`src/common/gds_pkg.sv`:
```
// Constants, carriers and state layout of the gate driver mode sequencer.
// Assumes a single 25 MHz clock; all times are converted to cycles here.
`default_nettype none

package gds_pkg;

  // ==========================================================
  // Timing
  // ==========================================================
  localparam int unsigned CLK_PERIOD_NS = 40;
  localparam int unsigned WAKE_DELAY_US = 1000;
  localparam int unsigned SLEEP_ENTRY_DELAY_US = 1000;
  localparam int unsigned RST_WINDOW_US = 20;
  localparam int unsigned GATE_DRIVE_TIMEOUT_NS = 4000;
  localparam int unsigned CNT_W = 20;
  // Least times round up to whole cycles
  localparam logic [CNT_W-1:0] WAKE_CYC_DEF =
    CNT_W'((WAKE_DELAY_US * 1000 + CLK_PERIOD_NS - 1) / CLK_PERIOD_NS);
  localparam logic [CNT_W-1:0] SLEEP_CYC_DEF =
    CNT_W'((SLEEP_ENTRY_DELAY_US * 1000 + CLK_PERIOD_NS - 1) / CLK_PERIOD_NS);
  localparam logic [CNT_W-1:0] TMO_CYC =
    CNT_W'((GATE_DRIVE_TIMEOUT_NS + CLK_PERIOD_NS - 1) / CLK_PERIOD_NS);
  // The clearing window is a longest time and rounds down
  localparam logic [CNT_W-1:0] RST_CYC =
    CNT_W'((RST_WINDOW_US * 1000) / CLK_PERIOD_NS);
  localparam logic [CNT_W-1:0] CNT_ONE = CNT_W'(1);

  // ==========================================================
  // Register map
  // ==========================================================
  localparam int unsigned REG_AW = 8;
  localparam logic [REG_AW-1:0] CTRL_OFS = 8'h00;
  localparam logic [REG_AW-1:0] STATUS_OFS = 8'h04;
  localparam int unsigned GATE_W = 6;
  localparam int unsigned SEL_W = 3;

  // ==========================================================
  // Types
  // ==========================================================
  // Mode sequence; the zero code is sleep
  typedef enum logic [2:0] {
    ST_SLEEP, ST_WAKE, ST_RUN, ST_CLR_LOW, ST_SHUTDOWN
  } gds_state_t;

  // Output stage mode; the zero code is the sleep pull-down
  typedef enum logic [1:0] {DRV_PULL, DRV_ON, DRV_HIZ} gds_drv_mode_t;

  // One bit per phase for each gate side
  typedef struct packed {
    logic [2:0] high;
    logic [2:0] low;
  } gds_gate_t;

  // Status word as read by software
  typedef struct packed {
    logic [19:0] reserved;
    logic [SEL_W-1:0] drv_cap;
    logic [SEL_W-1:0] thr_cap;
    logic gate_fault;
    logic supply_uv;
    logic enable;
    gds_state_t state;
  } gds_status_t;

  // Complete state of the sequencer
  typedef struct packed {
    gds_state_t st;
    logic [CNT_W-1:0] cnt;
    logic [CNT_W-1:0] tmo_cnt;
    logic gate_fault;
    logic [SEL_W-1:0] drv_cap;
    logic [SEL_W-1:0] thr_cap;
    gds_gate_t gate_req;
    gds_gate_t gate_out;
    gds_drv_mode_t mode;
    logic fault_drv;
    logic cp_en;
    logic ldo_en;
    logic ls_en;
    logic wr_ctrl;
    logic [31:0] rdata;
  } gds_regs_t;

  // All-zero reset: sleep, pull-down mode, every enable off
  localparam gds_regs_t REGS_RST = '0;

endpackage

`default_nettype wire

```
`src/design/gds_sequencer.sv`:
```
// Sleep/wake mode sequencer of a three-phase gate driver with AHB-Lite
// registers. Assumes pins synchronous to hclk and a single-word master.
`default_nettype none

module gds_sequencer
  import gds_pkg::*;
#(
  parameter logic [CNT_W-1:0] WAKE_CYC = WAKE_CYC_DEF,
  parameter logic [CNT_W-1:0] SLEEP_CYC = SLEEP_CYC_DEF
) (
  // Clock and reset
  input wire logic hclk,
  input wire logic hresetn,
  // AHB-Lite slave
  input wire logic hsel,
  input wire logic [31:0] haddr,
  input wire logic [1:0] htrans,
  input wire logic hwrite,
  input wire logic [2:0] hsize,
  input wire logic [31:0] hwdata,
  input wire logic hready,
  output logic hreadyout,
  output logic hresp,
  output logic [31:0] hrdata,
  // Mode and supply pins
  input wire logic enable_in,
  input wire logic supply_uv,
  // Strapped selections
  input wire logic [SEL_W-1:0] drive_strength_sel,
  input wire logic [SEL_W-1:0] drain_source_threshold_sel,
  // Gate level feedback, equal to the gate outputs once each gate reached its commanded level
  input wire gds_gate_t gate_level_fb,
  // Gate outputs
  output logic [2:0] high_gate_out,
  output logic [2:0] low_gate_out,
  output gds_drv_mode_t driver_mode,
  output logic [SEL_W-1:0] drive_strength_out,
  output logic [SEL_W-1:0] threshold_out,
  // Supply enables
  output logic charge_pump_en,
  output logic low_side_reg_en,
  output logic logic_supply_ldo_en,
  // Open-drain fault pin
  output logic fault_out_n_o,
  output logic fault_out_n_oe
);

  // ==========================================================
  // State
  // ==========================================================
  gds_regs_t q_reg; // Registered state
  gds_regs_t q_next; // Next state
  gds_gate_t gate_safe; // Request without shoot-through
  gds_status_t status; // Status word view
  logic drive_ok; // Gates may follow the request
  logic operating; // Running with good supply
  logic tmo_hit; // Gate transition timed out
  logic fault_clr; // Valid clearing pulse seen
  logic bus_acc; // Address phase taken
  logic [REG_AW-1:0] word_ofs; // Register offset of access

  // ==========================================================
  // Next-state logic
  // ==========================================================
  // Sequencer, gate watchdog, output stage and bus slave
  always_comb begin
    q_next = q_reg;
    tmo_hit = 1'b0;
    fault_clr = 1'b0;
    operating = (q_reg.st == ST_RUN) && !supply_uv;
    case (q_reg.st)
      ST_SLEEP: begin
        if (enable_in) begin
          q_next.st = ST_WAKE;
          q_next.cnt = '0;
        end
      end
      ST_WAKE: begin
        q_next.drv_cap = drive_strength_sel;
        q_next.thr_cap = drain_source_threshold_sel;
        if (!enable_in) begin
          // Dropped during wake, count entry delay from here
          q_next.st = ST_SHUTDOWN;
          q_next.cnt = '0;
        end else if (q_reg.cnt >= WAKE_CYC - CNT_ONE) begin
          q_next.st = ST_RUN;
          q_next.cnt = '0;
        end else begin
          q_next.cnt = q_reg.cnt + CNT_ONE;
        end
      end
      ST_RUN: begin
        // low enable enters the clearing window first
        // Falling edge: may be a clearing pulse or a sleep request
        if (!enable_in) begin
          q_next.st = ST_CLR_LOW;
          q_next.cnt = '0;
        end
      end
      ST_CLR_LOW: begin
        if (enable_in) begin
          q_next.st = ST_RUN;
          fault_clr = 1'b1;
        end else if (q_reg.cnt >= RST_CYC - CNT_ONE) begin
          q_next.st = ST_SHUTDOWN;
          q_next.cnt = q_reg.cnt + CNT_ONE;
        end else begin
          q_next.cnt = q_reg.cnt + CNT_ONE;
        end
      end
      ST_SHUTDOWN: begin
        if (enable_in) begin
          q_next.st = ST_WAKE;
          q_next.cnt = '0;
        end else if (q_reg.cnt >= SLEEP_CYC - CNT_ONE) begin
          q_next.st = ST_SLEEP;
          q_next.cnt = '0;
        end else begin
          q_next.cnt = q_reg.cnt + CNT_ONE;
        end
      end
      default: begin
        q_next.st = ST_SLEEP;
        q_next.cnt = '0;
      end
    endcase

    if (operating && !q_reg.gate_fault && (q_reg.gate_out != gate_level_fb)) begin
      if (q_reg.tmo_cnt >= TMO_CYC - CNT_ONE) begin
        tmo_hit = 1'b1;
        q_next.tmo_cnt = '0;
      end else begin
        q_next.tmo_cnt = q_reg.tmo_cnt + CNT_ONE;
      end
    end else begin
      q_next.tmo_cnt = '0;
    end
    // clear only the fault; a new timeout wins over the clear
    // A full shutdown into sleep also drops the latched fault
    q_next.gate_fault = tmo_hit |
                        (q_reg.gate_fault & ~fault_clr & (q_next.st != ST_SLEEP));

    // Never drive both gates of one phase
    gate_safe.high = q_reg.gate_req.high & ~q_reg.gate_req.low;
    gate_safe.low = q_reg.gate_req.low & ~q_reg.gate_req.high;
    drive_ok = (q_next.st == ST_RUN) && !supply_uv && !q_next.gate_fault;
    q_next.gate_out = drive_ok ? gate_safe : '0;
    if ((q_next.st == ST_SLEEP) || supply_uv) begin
      q_next.mode = DRV_PULL;
    end else if (!drive_ok) begin
      q_next.mode = DRV_HIZ;
    end else begin
      q_next.mode = DRV_ON;
    end

    q_next.ldo_en = (q_next.st != ST_SLEEP);
    q_next.ls_en = (q_next.st != ST_SLEEP);
    q_next.cp_en = (q_next.st != ST_SLEEP) && !supply_uv;
    q_next.fault_drv = (q_next.st == ST_WAKE) || (q_next.st == ST_SHUTDOWN) ||
                       q_next.gate_fault || ((q_next.st != ST_SLEEP) && supply_uv);

    // Status word
    status = '0;
    status.state = q_reg.st;
    status.enable = enable_in;
    status.supply_uv = supply_uv;
    status.gate_fault = q_reg.gate_fault;
    status.thr_cap = q_reg.thr_cap;
    status.drv_cap = q_reg.drv_cap;

    // Write data phase lands in the control register
    q_next.wr_ctrl = 1'b0;
    if (q_reg.wr_ctrl) begin
      q_next.gate_req = gds_gate_t'(hwdata[GATE_W-1:0]);
    end
    bus_acc = hsel && hready && htrans[1];
    word_ofs = {haddr[REG_AW-1:2], 2'b00};
    if (bus_acc) begin
      if (hwrite) begin
        q_next.wr_ctrl = (word_ofs == CTRL_OFS);
      end else if (word_ofs == CTRL_OFS) begin
        // Forward a write still in its data phase
        q_next.rdata = {{(32 - GATE_W){1'b0}},
                        (q_reg.wr_ctrl ? hwdata[GATE_W-1:0] : q_reg.gate_req)};
      end else if (word_ofs == STATUS_OFS) begin
        q_next.rdata = status;
      end else begin
        // Unmapped reads as zero
        q_next.rdata = '0;
      end
    end
  end

  // ==========================================================
  // State register
  // ==========================================================
  // Whole state in one flop bank
  always_ff @(posedge hclk or negedge hresetn) begin
    if (!hresetn) begin
      q_reg <= REGS_RST;
    end else begin
      q_reg <= q_next;
    end
  end

  // ==========================================================
  // Outputs
  // ==========================================================
  // Zero-wait slave, always OKAY
  assign hreadyout = 1'b1;
  assign hresp = 1'b0;
  assign hrdata = q_reg.rdata;
  assign high_gate_out = q_reg.gate_out.high;
  assign low_gate_out = q_reg.gate_out.low;
  assign driver_mode = q_reg.mode;
  assign drive_strength_out = q_reg.drv_cap;
  assign threshold_out = q_reg.thr_cap;
  assign charge_pump_en = q_reg.cp_en;
  assign low_side_reg_en = q_reg.ls_en;
  assign logic_supply_ldo_en = q_reg.ldo_en;
  // Open drain: only ever pulls low
  assign fault_out_n_o = 1'b0;
  assign fault_out_n_oe = q_reg.fault_drv;
endmodule // gds_sequencer

`default_nettype wire

```
`config.mk`:
```
export PLATFORM = sky130hd
export DESIGN_NAME = gds_sequencer
export DESIGN_NICKNAME = d
export VERILOG_FILES = /design/src/common/gds_pkg.sv /design/src/design/gds_sequencer.sv
export SDC_FILE = /design/constraint.sdc
export NUM_CORES = 1
export LEC_CHECK = 0
export ABC_CLOCK_PERIOD_IN_PS = 2200
export BUFFER_PORTS_ARGS = -buffer_cell sky130_fd_sc_hd__buf_4
export CAP_MARGIN = 20
export CORE_ASPECT_RATIO = 1.2
export CORE_MARGIN = 5
export CORE_UTILIZATION = 45
export DETAILED_ROUTE_END_ITERATION = 8
export PLACE_DENSITY = 0.85
export SYNTH_ARGS = -nofsm -noshare
export SYNTH_HDL_FRONTEND = slang
export SYNTH_SLANG_ARGS = --single-unit
```
`constraint.sdc`:
```
create_clock -name hclk -period 2.2 [get_ports hclk]
set_input_delay 0.44 -clock hclk [delete_from_list [all_inputs] [get_ports hclk]]
set_output_delay 0.44 -clock hclk [all_outputs]
set_load 0.05 [all_outputs]
```
# --- Word level (Yosys, flattened, before mapping) ---
# Cells that the tools add are included.
# W data, S select, Z words.
classes:
  add_sub_neg: 2
  n_lt_le_gt_ge: 3
  n_eq_ne: 12
  muxes: 26
  bitwise: 9
  reduce_logical: 22
ops:
  columns: ["cell", "count"]
  rows:
  - ["$pmux W23 S5", 1]
  - ["$mux W23", 4]
  - ["$mux W20", 4]
  - ["$add A20 B1 Y20 const B", 2]
  - ["$mux W33", 1]
  - ["$mux W32", 1]
  - ["$mux W12", 2]
  - ["$ge A20 B15 Y1 const B", 1]
  - ["$ge A20 B7 Y1 const B", 1]
  - ["$ge A20 B9 Y1 const B", 1]
  - ["$mux W3", 4]
  - ["$mux W6", 2]
  - ["$eq A3 B2 Y1 const B", 3]
  - ["$logic_and A1 B1 Y1", 9]
  - ["$and A3 B3 Y3", 2]
  - ["$eq A3 B1 Y1 const B", 2]
  - ["$eq A3 B3 Y1 const B", 2]
  - ["$eq A6 B1 Y1 const B", 1]
  - ["$logic_not A3 Y1", 2]
  - ["$logic_not A6 Y1", 1]
  - ["$ne A2 B2 Y1 const B", 3]
  - ["$ne A6 B6 Y1", 1]
  - ["$not A3 Y3", 2]
  - ["$mux W1", 5]
  - ["other kinds (9)", 17]
totals:
  register_bits: 100
  in_bits: 88
  output_inout_bits: 53
  elab_cells: 90

# --- Longest topological paths before layout ---
logic_depth:
  word_depth: 11
  depth_mapped: 8
  mapped_depth_nobuf: 7

# --- Worst setup path before layout ---
# No wires, ideal clock.
synth_path:
  path_type: "reg2reg"
  start: "register q_reg[97] (netlist name)"
  end: "register q_reg (netlist bit high_gate_out[2])"
  setup_ns: 0.080
  arrival_time_ns: 2.235
  required_ns: 2.120
  setup_slack_ns: -0.115
  path_stages_with_launch: 8
  n_path_buf: 1
  period_less_slack_ns: 2.315
  cell_sequence: "dfrtp_1 or4_4 and4bb_1 nand3_1 o2111a_2 or4b_4 buf_6 nor3b_2"
synth_rtl:
  columns: ["item", "line_no", "text"]
  rows:
  - ["start: declaration", "gds_sequencer.sv:51", "gds_regs_t q_reg;"]
  - ["start signal: assignment", "gds_sequencer.sv:202", "q_reg <= q_next;"]

==> metrics <==
outcome=finished, violations left; Hold WC Path Type=input pin to async pin; Setup WS post-layout=-0.171 ns; grt total ovfl=0; crit path launch=q_reg[95]$_DFFE_PN0P_; top cells by area, synth=dfrtp_1 (51%), buf_4 (9.6%), xnor2_1 (5.0%), nor2_1 (3.9%), mux2_2 (3.5%); share of cells above drive strength 1=34.3%; DRC viols=0; CTS max path bufs=2; CP cell instances=or4_4, and4bb_1, nand3_2, o2111a_2, or4b_4, nor3b_2; Post-Syn Instances=365; failing checks=negative setup slack; Placed Instances=550; Initial Utilization=45.7%; Synth area leader=dfrtp_1; Main synth FF type=dfrtp_1; antenna cell count=0; synthesized area per cell=10.7 um^2; Final Total Pwr=3.35 mW; Via Count=2803; CP required=2.46 ns; vias per cell=4.93; Critical Path Fanout Max=7; GRT Total Usage=15.4%; Worst R2R Start=q_reg[95]$_DFFE_PN0P_; Final Util=56.3%; Post-Syn Area=0.00389 mm^2; library cells used by synthesis=45; critical-path cell with the highest stage delay=or4b_4; total CTS buffers=9; worst reg2reg path depth=6; Die W=94.9 um; WL per Instance=14.3 um; Largest register FFs=51; IO Pins=141; Crit. End Element=register; Setup Skew=0.00766 ns; Clock Latency Late Sink=0.34 ns; vias in the first global route=2877; power density cells=698 mW/mm^2; Worst R2R Setup Slack=-0.17 ns; Largest stage delay, worst path=0.59 ns; 1st-iter DRT viols=74; top-area cell type share of the netlist area=51.4%; routability cong.=0.839; most common cell after layout, fill and taps aside=buf_4; Fmax=0.422 GHz; clk sinks=80; Post-DRT Antenna Nets=0; HPWL after detailed placement=5970 um; Core ar.=0.00852 mm^2; cell leakage power=2.32 nW; crit path DAT=2.63 ns; most frequent cells in the layout=buf_4 (92), dfrtp_1 (80), conb_1 (36); min Tclk post-route=2.37 ns; # setup viols final=31; clock tree root driver cell=clkbuf_8; filler instances=690; endpoints failing hold=0; Synth Warn #=0; die area=0.0106 mm^2; worst vdd ir=358 uV; final worst-path cycle share=108%; Max Cap Viol=0; IO buf count=61; type of origin of the critical path=register; area grow syn2layout=23.3%; drt pass-1 iters=4; detailed-route wire length=8150 um; Seq/Total Area, Yosys=51.4%; nets@finish=538; clock-pin slew on the worst setup and hold paths=0.07 ns; # rows=37; CTS tree=yes; H-tree levels=3; ys async rst share=100%; fin cells=569; Die H=112 um; CP endpoint=high_gate_out[2]$_DFF_PN0_; initial antenna violation count=0; Final Max Tran Viols=0; Synth Register Bits=80; first-pass GRT wire length=12900 um; largest net degree at the start of global routing=48; Setup CP Type=register to register; Post-synth EDFFs=0; unrepaired setup endpoints after global routing=yes; RR Endpoint=high_gate_out[2]$_DFF_PN0_; cts hold-fix bufs=0
worst min-delay path by stage:
stage / start / end / slack [ns] / depth (start not counted)
finish: hresetn / q_reg[48]$_DFF_PN0_ / 0.04 / 1
global route: hresetn / q_reg[78]$_DFFE_PN0P_ / 0.06 / 1
CTS: hresetn / q_reg[78]$_DFFE_PN0P_ / 0.05 / 1
detailed placement: hresetn / driver_mode[0]$_DFF_PN0_ / 0.42 / 1
global placement: hresetn / high_gate_out[0]$_DFF_PN0_ / 0.41 / 1
floorplan: hresetn / charge_pump_en$_DFF_PN0_ / 0.14 / 0
report_power, final:
part	total (mW)	internal (mW)	switching, mW
clock	1.01	0.513	0.494
sequential	1.64	1.56	0.0779
combinational	0.700	0.229	0.471
cell families (layout without fill, tap and decap cells):
kind of cell             after synthesis  in the layout  share of synthesized area [%]
flip-flops                            80             80                           51.4
AO/OA/AOI/OAI                         39             39                           7.01
multiplexers                          19             19                           5.27
adder cells (fa/ha/maj)                2              2                          0.643
AND/OR/NAND/NOR                      125            125                           17.3
XOR/XNOR                              29             29                           6.53
other                                  2             36                          0.193
buffers and inverters                 69            122                           11.7
synth_stat cells (5+ instances only):
| cell type | number |
|---|---|
| a22o_1 | 7 |
| o21ai_0 | 12 |
| nand2b_1 | 6 |
| nand2_1 | 27 |
| xnor2_1 | 22 |
| dfrtp_1 | 80 |
| nor3_1 | 8 |
| and3_1 | 5 |
| xor2_1 | 7 |
| nand3_1 | 5 |
| and4_1 | 5 |
| inv_1 | 8 |
| buf_4 | 50 |
| nor2_1 | 40 |
| nor4_1 | 7 |
| clkbuf_1 | 9 |
| nor3b_2 | 6 |
| mux2i_1 | 7 |
| mux2_2 | 12 |
worst max-delay path: cells and delay by family, from the launching register on:
family	cells	cell delay [ns]
compound gates	1	0.15
flops	1	0.38
simple gates	5	1.75
metrics by stage:
stage | hold WS, ns | setup TNS, ns | setup WS, ns | cell area [um^2]
floorplan | 0.144 | -0.385 | -0.0697 | 4030
global placement | 0.408 | -0.508 | -0.0832 | 4480
detailed placement | 0.417 | -1.37 | -0.161 | 4480
CTS | 0.0474 | -0.715 | -0.146 | 4690
global route | 0.0606 | -4.99 | -0.259 | 4800
finish | 0.0428 | -2.24 | -0.171 | 4800
final cells by class:
| class | count | area [um^2] | area share [%] |
|---|---|---|---|
| clock buffer | 9 | 124 | 2.58 |
| tap | 117 | 146 | 3.05 |
| sequential | 80 | 2000 | 41.7 |
| inverter | 9 | 33.8 | 0.704 |
| clock inverter | 6 | 61.3 | 1.28 |
| timing repair buffer | 98 | 776 | 16.2 |
| multi-input combinational | 250 | 1660 | 34.5 |
routing by layer:
| metal | up-vias | part of all wire (%) | global-route usage [%] | wire, um |
|---|---|---|---|---|
| met2 | 100 | 54 | 28.0 | 4400 |
| met5 | - | 0 | 0 | 0 |
| met3 | 20 | 6.5 | 4.39 | 529 |
| li1 | 1320 | - | - | - |
| met4 | 0 | 2.5 | 6.26 | 207 |
| met1 | 1363 | 37 | 16.4 | 3020 |
repair_timing:
action / 4_1_cts / 5_1_grt
gates resized for setup: 6 / 21
pin swaps: 5 / 15
setup buffers: 1 / 4
endpoints found under the setup margin: 32 / 32
Power figures use the tool's default switching activity.
